[config.mk]
export PLATFORM = sky130hd
export DESIGN_NAME = pbm_mux
export DESIGN_NICKNAME = d
export VERILOG_FILES = /design/src/hdl/pbm_pkg.sv /design/src/hdl/pbm_mux.sv
export VERILOG_INCLUDE_DIRS = /design/src /design/src/hdl
export SDC_FILE = /design/constraint.sdc
export NUM_CORES = 1
export LEC_CHECK = 0
export BUFFER_PORTS_ARGS = -buffer_cell sky130_fd_sc_hd__buf_2
export CAP_MARGIN = 30
export CORE_MARGIN = 1
export CORE_UTILIZATION = 30
export DETAILED_ROUTE_END_ITERATION = 10
export PLACE_DENSITY_LB_ADDON = 0.3
export SLEW_MARGIN = 0
export SYNTH_ARGS = -nofsm -noshare
export SYNTH_HDL_FRONTEND = slang
export SYNTH_SLANG_ARGS = --single-unit
[constraint.sdc]
create_clock -name hclk -period 3.1 [get_ports hclk]
set_clock_uncertainty 0.2 [all_clocks]
set_input_delay 0.62 -clock hclk [delete_from_list [all_inputs] [get_ports hclk]]
set_output_delay 0.62 -clock hclk [all_outputs]
set_load 0.02 [all_outputs]
[src/hdl/pbm_regs.svh]
// Register map and field constants for the port B pin mux
`ifndef PBM_REGS_SVH
`define PBM_REGS_SVH

// ----------------------------------------------------------------
// Register indices, byte address is four times the index
// ----------------------------------------------------------------
`define PBM_IDX_CTRL   8'h35
`define PBM_IDX_PINS   8'h23
`define PBM_IDX_DIR    8'h24
`define PBM_IDX_OUT    8'h25
`define PBM_IDX_PCIE   8'h3d
`define PBM_IDX_PCMSK  8'h6c

// ----------------------------------------------------------------
// Fields and reset values
// ----------------------------------------------------------------
`define PBM_CTRL_DBG   7
`define PBM_CTRL_PUD   4
`define PBM_CTRL_IVS   1
`define PBM_CTRL_IVC   0
`define PBM_CTRL_WMASK 8'h93
`define PBM_PCIE_G1    1
`define PBM_RST8       8'h00
`define PBM_PIN_MISO   3
`define PBM_PIN_MOSI   2
`define PBM_PIN_SCK    1
`define PBM_PIN_SS     0
`define PBM_TMR_LO     4
`define PBM_HTRANS_NSQ 2'b10

`endif

[src/hdl/pbm_pkg.sv]
// Types shared by the port B pin mux
package pbm_pkg;

    // Compare outputs, index 0 is pin 4 up to index 3 at pin 7
    typedef struct packed {
        logic [3:0] en;
        logic [3:0] val;
    } pbm_tmr_s;

    // SPI unit side of the mux
    typedef struct packed {
        logic serial_periph_enable;
        logic serial_master_select;
        logic slave_out;
        logic serial_master_select_out;
        logic sck_out;
    } pbm_spi_s;

    // Inputs routed back to the SPI unit
    typedef struct packed {
        logic serial_master_select_in;
        logic slave_in;
        logic sck_in;
        logic ss_n;
    } pbm_spi_in_s;

    // Pad controls for the eight pins
    typedef struct packed {
        logic [7:0] out;
        logic [7:0] oe;
        logic [7:0] pu;
        logic [7:0] die;
    } pbm_pad_s;

endpackage : pbm_pkg

[src/hdl/pbm_mux.sv]
// Port B alternate function mux with AHB-Lite register slave
`timescale 1ns/1ns
`default_nettype none
`include "pbm_regs.svh"

module pbm_mux
    import pbm_pkg::*;
#(
    parameter int NPINS = 8
) (
    input  wire logic        hclk,
    input  wire logic        hresetn,
    input  wire logic        hsel,
    input  wire logic [31:0] haddr,
    input  wire logic [1:0]  htrans,
    input  wire logic        hwrite,
    input  wire logic [2:0]  hsize,
    input  wire logic [31:0] hwdata,
    input  wire logic        hready,
    output var  logic        hreadyout,
    output var  logic        hresp,
    output var  logic [31:0] hrdata,
    input  wire pbm_tmr_s    tmr,
    input  wire pbm_spi_s    spi,
    input  wire logic        sleep,
    input  wire logic [7:0]  pad_in,
    output var  pbm_pad_s    pad,
    output var  pbm_spi_in_s spi_in,
    output var  logic [7:0]  pin_change_source
);

    if (NPINS != 8) begin : g_bad_npins
        $error("pbm_mux serves exactly eight pins");
    end

    // ------------------------------------------------------------
    // Bus slave
    // ------------------------------------------------------------
    logic [7:0] ctrl_r;
    logic [7:0] dir_r;
    logic [7:0] out_r;
    logic [7:0] pcmsk_r;
    logic [7:0] pcie_r;
    logic [7:0] pins_r;
    logic       wr_r;
    logic [7:0] widx_r;
    logic       rd_go;
    logic [7:0] ridx;
    logic [7:0] rval;

    assign hreadyout = 1'b1;
    assign hresp     = 1'b0;
    assign ridx      = haddr[9:2];
    assign rd_go     = hsel && hready && (htrans == `PBM_HTRANS_NSQ) && !hwrite;

    // Address phase of a write
    always_ff @(posedge hclk or negedge hresetn) begin
        if (!hresetn) begin
            wr_r   <= 1'b0;
            widx_r <= `PBM_RST8;
        end else if (hready) begin
            wr_r   <= hsel && (htrans == `PBM_HTRANS_NSQ) && hwrite;
            widx_r <= haddr[9:2];
        end
    end

    // Read mux, unmapped reads give zero
    always_comb begin
        unique case (ridx)
            `PBM_IDX_CTRL:  rval = ctrl_r;
            `PBM_IDX_PINS:  rval = pins_r;
            `PBM_IDX_DIR:   rval = dir_r;
            `PBM_IDX_OUT:   rval = out_r;
            `PBM_IDX_PCIE:  rval = pcie_r;
            `PBM_IDX_PCMSK: rval = pcmsk_r;
            default:        rval = `PBM_RST8;
        endcase
        // Write in its data phase reads back as it lands
        if (wr_r && (widx_r == ridx)) begin
            unique case (ridx)
                `PBM_IDX_CTRL:  rval = hwdata[7:0] & `PBM_CTRL_WMASK;
                `PBM_IDX_DIR,
                `PBM_IDX_OUT,
                `PBM_IDX_PCIE,
                `PBM_IDX_PCMSK: rval = hwdata[7:0];
                default: ;
            endcase
        end
    end

    always_ff @(posedge hclk or negedge hresetn) begin
        if (!hresetn) begin
            hrdata <= 32'h0000_0000;
        end else if (rd_go) begin
            hrdata <= {24'h00_0000, rval};
        end
    end

    // Register writes in the data phase
    always_ff @(posedge hclk or negedge hresetn) begin
        if (!hresetn) begin
            ctrl_r  <= `PBM_RST8;
            dir_r   <= `PBM_RST8;
            out_r   <= `PBM_RST8;
            pcmsk_r <= `PBM_RST8;
            pcie_r  <= `PBM_RST8;
        end else if (wr_r) begin
            unique case (widx_r)
                `PBM_IDX_CTRL:  ctrl_r  <= hwdata[7:0] & `PBM_CTRL_WMASK;
                `PBM_IDX_DIR:   dir_r   <= hwdata[7:0];
                `PBM_IDX_OUT:   out_r   <= hwdata[7:0];
                `PBM_IDX_PCIE:  pcie_r  <= hwdata[7:0];
                `PBM_IDX_PCMSK: pcmsk_r <= hwdata[7:0];
                default: ;
            endcase
        end
    end

    // ------------------------------------------------------------
    // Pad input synchronisers
    // ------------------------------------------------------------
    logic [7:0] s1_r;
    logic [7:0] s2_r;
    logic [7:0] s3_r;

    always_ff @(posedge hclk or negedge hresetn) begin
        if (!hresetn) begin
            s1_r <= `PBM_RST8;
            s2_r <= `PBM_RST8;
            s3_r <= `PBM_RST8;
        end else begin
            s1_r <= pad_in;
            s2_r <= s1_r;
            s3_r <= s2_r;
        end
    end

    always_ff @(posedge hclk or negedge hresetn) begin
        if (!hresetn) begin
            pins_r <= `PBM_RST8;
        end else begin
            pins_r <= (s2_r & s3_r) | (pins_r & (s2_r ^ s3_r));
        end
    end

    // ------------------------------------------------------------
    // Override signals per pin
    // ------------------------------------------------------------
    logic       global_pullup_disable;
    logic       sp_mst;
    logic       sp_slv;
    logic [7:0] pullup_override_enable;
    logic [7:0] pullup_override_value;
    logic [7:0] direction_override_enable;
    logic [7:0] direction_override_value;
    logic [7:0] port_value_override_enable;
    logic [7:0] port_value_override_value;
    logic [7:0] input_enable_override_enable;
    logic [7:0] oe_nxt;
    logic [7:0] out_nxt;
    logic [7:0] pu_nxt;
    logic [7:0] die_nxt;

    assign global_pullup_disable    = ctrl_r[`PBM_CTRL_PUD];
    assign sp_mst = spi.serial_periph_enable && spi.serial_master_select;
    assign sp_slv = spi.serial_periph_enable && !spi.serial_master_select;

    always_comb begin
        pullup_override_enable  = `PBM_RST8;
        pullup_override_value  = `PBM_RST8;
        direction_override_enable  = `PBM_RST8;
        direction_override_value  = `PBM_RST8;
        port_value_override_enable  = `PBM_RST8;
        port_value_override_value  = `PBM_RST8;
        // Timer compare outputs on pins 4 to 7
        port_value_override_enable[7:`PBM_TMR_LO] = tmr.en;
        port_value_override_value[7:`PBM_TMR_LO] = tmr.val;
        // SPI forced inputs
        direction_override_enable[`PBM_PIN_MISO] = sp_mst;
        direction_override_enable[`PBM_PIN_MOSI] = sp_slv;
        direction_override_enable[`PBM_PIN_SCK]  = sp_slv;
        direction_override_enable[`PBM_PIN_SS]   = sp_slv;
        pullup_override_enable[3:0] = direction_override_enable[3:0];
        pullup_override_value[3:0] = out_r[3:0] & {4{!global_pullup_disable}};
        // SPI driven values, never on slave select
        port_value_override_enable[`PBM_PIN_MISO] = sp_slv;
        port_value_override_value[`PBM_PIN_MISO] = spi.slave_out;
        port_value_override_enable[`PBM_PIN_MOSI] = sp_mst;
        port_value_override_value[`PBM_PIN_MOSI] = spi.serial_master_select_out;
        port_value_override_enable[`PBM_PIN_SCK]  = sp_mst;
        port_value_override_value[`PBM_PIN_SCK]  = spi.sck_out;
    end

    assign input_enable_override_enable = pcmsk_r & {8{pcie_r[`PBM_PCIE_G1]}};

    // Generic pin control, one copy per pin
    for (genvar i = 0; i < NPINS; i++) begin : g_pin
        assign oe_nxt[i]  = direction_override_enable[i] ? direction_override_value[i] : dir_r[i];
        assign out_nxt[i] = (port_value_override_enable[i] && oe_nxt[i]) ? port_value_override_value[i] : out_r[i];
        assign pu_nxt[i]  = pullup_override_enable[i] ? pullup_override_value[i]
                          : ({dir_r[i], out_r[i], global_pullup_disable} == 3'b010);
        assign die_nxt[i] = input_enable_override_enable[i] ? 1'b1 : !sleep;
    end

    always_ff @(posedge hclk or negedge hresetn) begin
        if (!hresetn) begin
            pad <= '0;
        end else begin
            pad.out <= out_nxt;
            pad.oe  <= oe_nxt;
            pad.pu  <= pu_nxt;
            pad.die <= die_nxt;
        end
    end

    // Inputs to the alternate functions, before any synchroniser
    assign pin_change_source = pad_in;
    assign spi_in.serial_master_select_in    = pad_in[`PBM_PIN_MISO];
    assign spi_in.slave_in   = pad_in[`PBM_PIN_MOSI];
    assign spi_in.sck_in     = pad_in[`PBM_PIN_SCK];
    assign spi_in.ss_n       = pad_in[`PBM_PIN_SS];
endmodule : pbm_mux
`default_nettype wire

==> out/results.ini, run 1 <==
[clock_tree]
cts.sink_count = 117
cts_tree = done
cts_max_path_buffers = 2
cts_resized = 0
h-tree-depth = 4
clkSlewWorstSetupHoldPaths_ns = 0.06
numCtsBuffers = 17
clock_latency_ns = 0.41
post-cts-setup-buffers = 0
cts_root_buf = clkbuf_16

[setup_path]
path_max_fanout = 12
crit_family = simple AND/OR/NAND/NOR gates
crit_chain = buf_2, nor2b_1, o221ai_1, nor4_1, nor4_1, o21ai_0
cpPeakStageDelay_ns = 0.55
path_class = in2reg
worstPathRequired_ns = 3.22
setup.worst_path.end_class = flip-flop
crit_top_cell = nor4_1
slowest_stage = nor4_1
start_kind = input port
path_buf_inv = 1
worst-endpoint-arrival_ns = 2.40

[route]
firstDrtPassIters = 5
drtIter0Drc = 192
routed_wl_microns = 11700
detail-route-antenna-nets = 0
viasPerCell = 4.60
drc = 0
wl_per_cell_microns = 16.2
vias = 3336

[run]
drv_cap = 0

[layout]
drive_above_1_share_pct = 39.3
largest_register = pad
fin_area_sq_mm = 0.00624
fin_cells = 726
final_nets = 597
multi_input_area_sq_mm = 0.00191
syn2layout_area_growth_pct = 21.6
antenna_cells = 0
fillCellCount = 1628
largest_reg_flops = 32
final_util_pct = 37.5
seqCellArea_sq_mm = 0.00293

[power]
pwr-share-comb_pct = 8.1
vdd_ir_drop_max_uv = 375
p_leak_uw = 0.00294
power_frac_seq_pct = 43.9
power_switching_share_pct = 25.5
internal_power_uw = 2820
switchingPower_uw = 964
pwr_density_cell_mw_per_mm2 = 606
p_total_uw = 3780
clkPwrFrac_pct = 48.0

[logic_synthesis]
synth_most_common_cell = dfrtp_1
yosysUniqueCellTypes = 57
synth_warnings = 0
netlist_area_sq_mm = 0.00513
async_reset_ff_share_pct = 100
synth_area_leader_cell = dfrtp_1
syn_area_per_cell_sq_um = 12.7
synth.top_cell.area_share_pct = 57.0
ys_ff_latch = 117
synthCells = 403
synth-edff-count = 0
ys_seq_area_share_pct = 57.0
ys_top_cells_by_area = dfrtp_1 57%, mux2_2 12%, buf_4 5.6%, nand2_1 2.3%, ha_1 1.9%
synthTopCellsByCount = 117 x dfrtp_1, 54 x mux2_2, 38 x buf_4
synth_ff_type = dfrtp_1

[global_route]
antenna_found_initial = 0
grt_first_pass_wirelength_microns = 18700
grt-ovfl-total = 0
met3_usage_pct = 4.18
use_met2_pct = 21.8
grt_pass1_vias = 3436
use_met1_pct = 18.7
grt_max_degree = 50
grt-busiest-layer = met2
track_usage_pct = 14.2

[timing]
fmax_mhz = 439
rsz0062_at_grt = false
fin_crit_sh_pct = 73.5
setup_violations = 0
hold_viol = 0
worst-slew-pin-transition_ns = 0.758
relSlewSlack_pct = 48.8
tns_ns = 0
fin_crit_ns = 2.28
slew_violations = 0

[die]
fp.coreArea_sq_mm = 0.0166
dieWidth_microns = 133
die-area_sq_mm = 0.0176
num_io_pins = 174
die_h_microns = 133
start_util_pct = 30.8
core.rowCount = 47

[placed_design]
place.gp.congestion = 0.834
io_buffer_count = 96
dp.cells = 693
detailed_place.area_sq_mm = 0.00567
dpl.hpwl_microns = 8580

[outcome]
outcome = complete, no violations

[worst_hold_path]
min_path_type = in2reg

==> layout make-up <==
class,count,share of cell area (%)
clock inverters,15,2.16
inverters,4,0.240
well taps,220,4.41
repair buffers,103,8.82
multi-input cells,250,30.7
clock buffers,17,6.81
flip-flops and latches,117,46.9
==> path summary, 6_finish.rpt <==
path	startpoint	endpoint	slack [ns]	depth (start not counted)
setup / recovery	haddr[2]	hrdata[0]	0.82	6
hold / removal	pad_in[6]	s1_r[6]	0.13	1
setup reg to reg	widx_r[6]	hrdata[0]	0.86	5
hold reg to reg	s1_r[0]	s2_r[0]	0.15	0
max in group asynchronous	hresetn	dir_r[5]	1.67	3
min in group asynchronous	hresetn	s2_r[0]	0.40	2
==> cells by family after synthesis <==
kind of cell             Yosys count  synth area share, %
XOR/XNOR                           8                 1.36
flip-flops                       117                 57.0
other                              2                0.146
adder cells (fa/ha/maj)            8                 1.95
multiplexers                      55                 12.0
AND/OR/NAND/NOR                   97                 12.0
AO/OA/AOI/OAI                     56                 8.07
buffers and inverters             60                 7.43
==> routing by layer <==
layer	part of all wire, %	vias to the layer above
met2	48	112
met3	4.8	18
met4	1.7	0
met5	0	-
met1	46	1650
li1	-	1556
==> metrics by stage <==
step	hold slack, ns	setup slack [ns]
final	0.129	0.822
after global routing	0.107	0.690
after CTS	0.0993	0.857
after detailed placement	0.135	0.454
after global placement	0.132	0.529
after floorplan	0.124	0.933
==> cell usage in the layout (no fill, tap or decap), types with 3 or more instances in the layout <==
| cell type | n |
|---|---|
| o21ai_0 | 12 |
| nor4_1 | 3 |
| buf_2 | 95 |
| clkinv_4 | 5 |
| a222oi_1 | 3 |
| nand2_1 | 32 |
| dfrtp_1 | 117 |
| xnor2_1 | 8 |
| a21o_1 | 9 |
| and2_1 | 8 |
| inv_1 | 4 |
| nor2_1 | 7 |
| a32o_1 | 3 |
| mux2_2 | 54 |
| nor3b_1 | 10 |
| clkinvlp_4 | 5 |
| clkbuf_16 | 17 |
| nand2b_1 | 3 |
| a22oi_1 | 7 |
| nand3_1 | 5 |
| buf_4 | 6 |
| clkinv_2 | 3 |
| o21bai_1 | 3 |
| conb_1 | 26 |
| ha_1 | 8 |
| o22ai_1 | 3 |
==> repair_timing <==
action                                 4_1_cts  5_1_grt
endpoints found under the hold margin       12        0
hold buffers                                 1        0
setup endpoints to repair                    0        0
==> power groups by stage <==
stage               Combinational (uW)  Sequential, uW  Clock (uW)
global route                       337            1670        1940
detailed placement                 309            1690           0
global placement                   301            1690           0
floorplan                          206            1690           0
CTS                                311            1660        1880
finish                             306            1660        1820
Power figures use the tool's default switching activity.
==> run 2: changes to the inputs <==
--- a/config.mk
+++ b/config.mk
@@ -6,6 +6,7 @@
 export SDC_FILE = /design/constraint.sdc
 export NUM_CORES = 1
 export LEC_CHECK = 0
+export ABC_AREA = 1
 export BUFFER_PORTS_ARGS = -buffer_cell sky130_fd_sc_hd__buf_2
 export CAP_MARGIN = 30
 export CORE_MARGIN = 1
==> constraint.sdc (replaced) <==
create_clock -name hclk -period 2.13 [get_ports hclk]
set_clock_uncertainty 0.2 [all_clocks]
set_input_delay 0.426 -clock hclk [delete_from_list [all_inputs] [get_ports hclk]]
set_output_delay 0.426 -clock hclk [all_outputs]
set_load 0.02 [all_outputs]
==> run 2 against run 1 <==
Hold slack got worse by 0.067 ns. Cell area increased by 7.3%. Combinational power increased by 51%. Utilization increased by 1.2 points. Critical endpoint is now spi_in[1]. Final cell count increased by 28%. Largest cell class unchanged. Area after synthesis increased by 3.6%. Flip-flop and latch count unchanged. Synthesized cell count increased by 44%. Clock power increased by 75%.
==> out/results.ini, run 2 <==
[logic_synthesis]
synth_mux_area_share_pct = 0  ; was 12.0%
synth_xor_area_share_pct = 0.329  ; was 1.36%
synth_most_common_cell = nand2_1  ; was dfrtp_1
ys_top_cells_by_area = dfrtp_1 55%, nand2_1 12%, buf_4 5.4%, nand3_1 3.7%, o21ai_1 2.6%  ; was dfrtp_1 57%, mux2_2 12%, buf_4 5.6%, nand2_1 2.3%, ha_1 1.9%
synthTopCellsByCount = 168 x nand2_1, 117 x dfrtp_1, 39 x nand3_1  ; was 117 x dfrtp_1, 54 x mux2_2, 38 x buf_4
synth_top_family_by_area = simple AND/OR/NAND/NOR gates  ; was multiplexers
async_reset_ff_share_pct = 100  ; unchanged
synthCells = 579  ; was 403
ys_ff_latch = 117  ; unchanged
synth.top_cell.area_share_pct = 55.1  ; was 57.0%
synth_compound_area_share_pct = 7.11  ; was 8.07%
synth-edff-count = 0  ; unchanged
synth_warnings = 0  ; unchanged
synth_area_leader_cell = dfrtp_1  ; unchanged
netlist_area_sq_mm = 0.00532  ; was 0.00513 sq mm
synthAdderAreaFrac_pct = 1.88  ; was 1.95%
syn_area_per_cell_sq_um = 9.18  ; was 12.7 sq um
ys_seq_area_share_pct = 55.1  ; was 57.0%
synth_ff_type = dfrtp_1  ; unchanged
synth-simple-area-share_pct = 25.9  ; was 12.0%
yosysUniqueCellTypes = 32  ; was 57

[worst_hold_path]
min_path_type = in2reg  ; unchanged

[power]
p_leak_uw = 0.00356  ; was 0.00294 uW
switchingPower_uw = 1380  ; was 964 uW
pwr_density_cell_mw_per_mm2 = 897  ; was 606 mW/mm^2
power_frac_seq_pct = 39.5  ; was 43.9%
pwr-share-comb_pct = 7.7  ; was 8.1%
vdd_ir_drop_max_uv = 585  ; was 375 uV
power_switching_share_pct = 23.0  ; was 25.5%
internal_power_uw = 4630  ; was 2820 uW
clkPwrFrac_pct = 52.9  ; was 48.0%

[setup_path]
slowest_stage = dlygate4sd3_1  ; was nor4_1
cpPeakStageDelay_ns = 0.53  ; was 0.55 ns
path_max_fanout = 3  ; was 12
worst-endpoint-arrival_ns = 1.24  ; was 2.40 ns
path_class = in2out  ; was in2reg
crit_chain = dlygate4sd3_1, buf_2, buf_2  ; was buf_2, nor2b_1, o221ai_1, nor4_1, nor4_1, o21ai_0
start_kind = input port  ; unchanged
setup.worst_path.end_class = output port  ; was flip-flop
crit_top_cell = buf_2  ; was nor4_1
worstPathRequired_ns = 1.50  ; was 3.22 ns

[timing]
fin_crit_sh_pct = 87.4
tns_ns = 0  ; unchanged
slew_violations = 0  ; unchanged
hold_viol = 0  ; unchanged
fin_ws_ns = 0.268  ; was 0.822 ns
setup_violations = 0  ; unchanged
relSlewSlack_pct = 61.1  ; was 48.8%
worst-slew-pin-transition_ns = 0.582  ; was 0.758 ns
fin_crit_ns = 1.86
fmax_mhz = 537
rsz0062_at_grt = false  ; unchanged

[clock_tree]
clock_latency_ns = 0.41  ; about the same
h-tree-depth = 4  ; unchanged
cts_tree = done  ; unchanged
cts.sink_count = 117  ; unchanged
clkSlewWorstSetupHoldPaths_ns = 0.05  ; was 0.06 ns
numCtsBuffers = 17  ; unchanged
cts_root_buf = clkbuf_16  ; unchanged
post-cts-setup-buffers = 0  ; unchanged
cts_max_path_buffers = 2  ; unchanged

[placed_design]
dpl.hpwl_microns = 8850  ; was 8580 microns
io_buffer_count = 96  ; unchanged
dp_worst_setup_slack_ns = 0.202  ; was 0.454 ns
place.gp.congestion = 0.829  ; was 0.834

[die]
fp.coreArea_sq_mm = 0.0173  ; was 0.0166 sq mm
dieWidth_microns = 135  ; was 133 microns
die_h_microns = 135  ; was 133 microns
die-area_sq_mm = 0.0183  ; was 0.0176 sq mm
start_util_pct = 30.7  ; was 30.8%
core.rowCount = 48  ; was 47
num_io_pins = 174  ; unchanged

[route]
drc = 0  ; unchanged
firstDrtPassIters = 5  ; unchanged
vias = 3957  ; was 3336
wl_per_cell_microns = 13.2  ; was 16.2 microns
detail-route-antenna-nets = 0  ; unchanged
drtIter0Drc = 246  ; was 192
routed_wl_microns = 12200  ; was 11700 microns
viasPerCell = 4.27  ; was 4.60

[global_route]
grt_first_pass_wirelength_microns = 20000  ; was 18700 microns
grt_max_degree = 65  ; was 50
antenna_found_initial = 0  ; unchanged
grt-ovfl-total = 0  ; unchanged
use_met1_pct = 19.6  ; was 18.7%
track_usage_pct = 14.4  ; was 14.2%
met3_usage_pct = 3.70  ; was 4.18%
use_met2_pct = 22.2  ; was 21.8%
grt-busiest-layer = met2  ; unchanged
grt_pass1_vias = 3869  ; was 3436

[layout]
mostFrequentLayoutCell = nand2_1  ; was dfrtp_1
fillCellCount = 1736  ; was 1628
final_cell_mix = 168 x nand2_1, 117 x dfrtp_1, 95 x buf_2  ; was 117 x dfrtp_1, 95 x buf_2, 54 x mux2_2
largest_register = pad  ; unchanged
drive_above_1_share_pct = 25.1  ; was 39.3%
largest_reg_flops = 32  ; unchanged
final_nets = 792  ; was 597
syn2layout_area_growth_pct = 26.0  ; was 21.6%
multi_input_area_sq_mm = 0.00197  ; was 0.00191 sq mm
antenna_cells = 0  ; unchanged
seqCellArea_sq_mm = 0.00293  ; unchanged

[outcome]
outcome = complete, no violations  ; unchanged

[run]
drv_cap = 0  ; unchanged

run 2: cell count changes after synthesis, moves of 8 or more:
cell | before | now
inv_1 | 4 | 37
nor3b_1 | 10 | 0
o21ai_1 | 0 | 28
mux2_2 | 54 | 0
o21ai_0 | 12 | 23
nor2_1 | 7 | 33
and2_1 | 8 | 0
nand3_1 | 5 | 39
nand2_1 | 32 | 168
run 2: path summary, 6_finish.rpt:
path | startpoint | to | slack, ns | depth (start not counted)
max in group asynchronous | hresetn | out_r[3] | 0.92 | 3
max | pad_in[1] | spi_in[1] | 0.27 | 3
min reg2reg | s1_r[2] | s2_r[2] | 0.15 | 0
min in group asynchronous | hresetn | widx_r[5] | 0.21 | 2
max reg2reg | widx_r[4] | out_r[3] | 0.36 | 6
min | tmr[2] | pad[30] | 0.06 | 3
run 2: stage by stage:
step | instances | power, uW | hold slack [ns] | cell area [sq um] | util, %
final | 926 | 6010 | 0.0612 | 6700 | 38.7
after global routing | 926 | 6230 | 0.0621 | 6700 | 38.7
after CTS | 926 | 6070 | 0.0445 | 6700 | 38.7
after detailed placement | 884 | 2860 | 0.100 | 5930 | 34.3
after global placement | 884 | 2850 | 0.0973 | 5930 | 34.3
after floorplan | 603 | 2710 | -0.0696 | 5410 | -
run 2: area by class of cell:
| cell class | instances | share of cell area (%) |
|---|---|---|
| flip-flops and latches | 117 | 43.7 |
| multi-input cells | 392 | 29.4 |
| repair buffers | 114 | 10.2 |
| clock buffers | 20 | 6.96 |
| well taps | 225 | 4.20 |
| clock inverters | 12 | 2.99 |
| inverters | 46 | 2.58 |
run 2: critical path, delay by kind of cell:
| family | cells | cell delay (ns) |
|---|---|---|
| buf+inv | 3 | 0.81 |
run 2: logic make-up (layout without fill, tap and decap cells):
logic type	Yosys count	count (layout)
simple gates	287	287
flops	117	117
fa+ha+maj	8	8
compound gates	69	69
other cells	2	26
buf+inv	94	192
xor+xnor	2	2
run 2: timing repair:
item / 4_1_cts / 5_1_grt
hold endpoints to repair: 62 / 0
hold buffers: 10 / 0
resized for setup: 0 / 0
run 2: power groups by stage:
| stage | Clock [uW] | Combinational [uW] | Sequential [uW] |
|---|---|---|---|
| 6_report | 3180 | 461 | 2370 |
| 5_1_grt | 3330 | 522 | 2380 |
| 4_1_cts | 3230 | 468 | 2370 |
| 3_5_place_dp | 0 | 451 | 2410 |
| 3_3_place_gp | 0 | 446 | 2410 |
| 2_1_floorplan | 0 | 293 | 2420 |
run 2: per-layer routing:
metal	wire [microns]	vias to the layer above
li1	-	2014
met1	5830	1818
met2	5520	113
met3	656	12
met4	174	0
met5	0	-
==> run 3: changes to the inputs <==
--- a/config.mk
+++ b/config.mk
@@ -9,6 +9,7 @@
 export ABC_AREA = 1
 export BUFFER_PORTS_ARGS = -buffer_cell sky130_fd_sc_hd__buf_2
 export CAP_MARGIN = 30
+export CORE_ASPECT_RATIO = 0.8
 export CORE_MARGIN = 1
 export CORE_UTILIZATION = 30
 export DETAILED_ROUTE_END_ITERATION = 10
==> run 3 against run 2 <==
Non-clock buffer count is 1 lower. Global-route usage grew 0.62 points. Utilization down 0.34 points. Combinational power about the same. Via count up 1.7%. Largest power group unchanged. Highest routed layer unchanged.
==> out/results.ini, run 3 (synthesized netlist as in run 2, its figures left out) <==
[global_route]
met3_usage_pct = 4.17  ; was 3.70%
grt-busiest-layer = met1  ; was met2
antenna_found_initial = 0  ; unchanged
grt_max_degree = 62  ; was 65
track_usage_pct = 15.0  ; was 14.4%
use_met2_pct = 21.2  ; was 22.2%
grt-ovfl-total = 0  ; unchanged
grt_pass1_vias = 3818  ; was 3869
grt_first_pass_wirelength_microns = 20400  ; was 20000 microns
use_met1_pct = 22.0  ; was 19.6%

[setup_path]
worstPathRequired_ns = 1.50  ; about the same
r2r_slack_ns = 0.33  ; was 0.36 ns
setup.worst_path.end_class = output port  ; unchanged
worst-endpoint-arrival_ns = 1.24  ; about the same
path_class = in2out  ; unchanged
start_kind = input port  ; unchanged
path_max_fanout = 3  ; unchanged

[clock_tree]
cts_max_path_buffers = 2  ; unchanged
numCtsBuffers = 17  ; unchanged
cts.sink_count = 117  ; unchanged
clock_latency_ns = 0.41  ; about the same
h-tree-depth = 4  ; unchanged
cts_root_buf = clkbuf_16  ; unchanged
clkSlewWorstSetupHoldPaths_ns = 0.05  ; about the same
cts_tree = done  ; unchanged
cts_resized = 0  ; unchanged

[timing]
worst-slew-pin-transition_ns = 0.528  ; was 0.582 ns
fmax_mhz = 537  ; about the same
rsz0062_at_grt = false  ; unchanged
fin_crit_sh_pct = 87.4  ; about the same
relSlewSlack_pct = 64.7  ; was 61.1%
tns_ns = 0  ; unchanged
slew_violations = 0  ; unchanged
fin_crit_ns = 1.86  ; about the same
hold_viol = 0  ; unchanged
setup_violations = 0  ; unchanged

[power]
p_leak_uw = 0.00355  ; was 0.00356 uW
pwr_density_cell_mw_per_mm2 = 893  ; was 897 mW/mm^2
internal_power_uw = 4580  ; was 4630 uW
power_switching_share_pct = 22.8  ; was 23.0%
clkPwrFrac_pct = 52.3  ; was 52.9%
power_frac_seq_pct = 40.0  ; was 39.5%
switchingPower_uw = 1350  ; was 1380 uW
pwr-share-comb_pct = 7.7  ; about the same
vdd_ir_drop_max_uv = 575  ; was 585 uV

[layout]
largest_reg_flops = 32  ; unchanged
drive_above_1_share_pct = 24.6  ; was 25.1%
seqCellArea_sq_mm = 0.00293  ; unchanged
multi_input_area_sq_mm = 0.00197  ; unchanged
mostFrequentLayoutCell = nand2_1  ; unchanged
fillCellCount = 1765  ; was 1736
fin_area_sq_mm = 0.00665  ; was 0.00670 sq mm
final_cell_mix = 168 x nand2_1, 117 x dfrtp_1, 95 x buf_2  ; unchanged
syn2layout_area_growth_pct = 25.1  ; was 26.0%
final_nets = 791  ; was 792
largest_register = pad  ; unchanged
antenna_cells = 0  ; unchanged

[die]
die-area_sq_mm = 0.0183  ; about the same
dieWidth_microns = 151  ; was 135 microns
start_util_pct = 30.7  ; about the same
die_h_microns = 121  ; was 135 microns
core.rowCount = 43  ; was 48
fp.coreArea_sq_mm = 0.0173  ; about the same
num_io_pins = 174  ; unchanged

[route]
wl_per_cell_microns = 13.5  ; was 13.2 microns
drtIter0Drc = 290  ; was 246
firstDrtPassIters = 5  ; unchanged
detail-route-antenna-nets = 0  ; unchanged
vias = 4024  ; was 3957
viasPerCell = 4.35  ; was 4.27
drc = 0  ; unchanged
routed_wl_microns = 12500  ; was 12200 microns

[placed_design]
detailed_place.area_sq_mm = 0.00591  ; was 0.00593 sq mm
place.gp.congestion = 0.832  ; was 0.829
dpl.hpwl_microns = 9150  ; was 8850 microns
io_buffer_count = 96  ; unchanged

[run]
drv_cap = 0  ; unchanged

[worst_hold_path]
min_path_type = in2reg  ; unchanged

[outcome]
outcome = complete, no violations  ; unchanged

## run 3: changes by cell type in the layout (fill, tap and decap cells not counted)
cell / previous run / this run
buf_12: 3 / 2
clkinvlp_4: 6 / 1
clkbuf_1: 0 / 2
clkbuf_8: 3 / 2
clkinv_2: 1 / 4
## run 3: worst paths after layout
path | depth (start not counted) | start | endpoint
setup / recovery | 3 | pad_in[1] | spi_in[1]
setup reg to reg | 10 | widx_r[0] | hrdata[6]
hold / removal | 2 | sleep | pad[2]
max in group asynchronous | 3 | hresetn | s2_r[0]
min in group asynchronous | 2 | hresetn | pad[2]
hold reg to reg | 0 | s1_r[5] | s2_r[5]
## run 3: stage by stage
step                hold WS, ns  cells  util, %  total power, uW  setup WS [ns]
detailed placement        0.135    883     34.1             2860          0.114
floorplan               -0.0696    603        -             2710          0.541
CTS                      0.0404    924     38.4             6000          0.266
global placement          0.133    883     34.1             2860          0.116
global route             0.0559    924     38.4             6160          0.186
finish                   0.0577    924     38.4             5940          0.268
## run 3: worst max-delay path, cell delays in order
cell and delay, ns:
dlygate4sd3_1 0.53, buf_2 0.13, buf_2 0.15
## run 3: final cells by class
type | instances | share of cell area [%]
Multi-Input combinational cell | 392 | 29.6
Clock buffer | 21 | 6.92
Tap cell | 225 | 4.23
Sequential cell | 117 | 44.0
Inverter | 46 | 2.60
Clock inverter | 10 | 2.67
Timing Repair Buffer | 113 | 9.93
## run 3: timing repair
action	CTS	global route
hold buffers	10	0
endpoints found under the hold margin	32	0
buffers inserted	0	0
setup endpoints to repair	0	0
## run 3: power groups by stage
stage	Clock (uW)	Combinational, uW	Sequential, uW
finish	3100	460	2370
floorplan	0	293	2420
detailed placement	0	450	2410
global route	3250	520	2380
CTS	3160	467	2370
global placement	0	446	2410
## run 3: layer usage
| layer | vias to the layer above | wire (microns) |
|---|---|---|
| met4 | 0 | 135 |
| met1 | 1864 | 6440 |
| met2 | 140 | 5110 |
| li1 | 2010 | - |
| met5 | - | 0 |
| met3 | 10 | 763 |
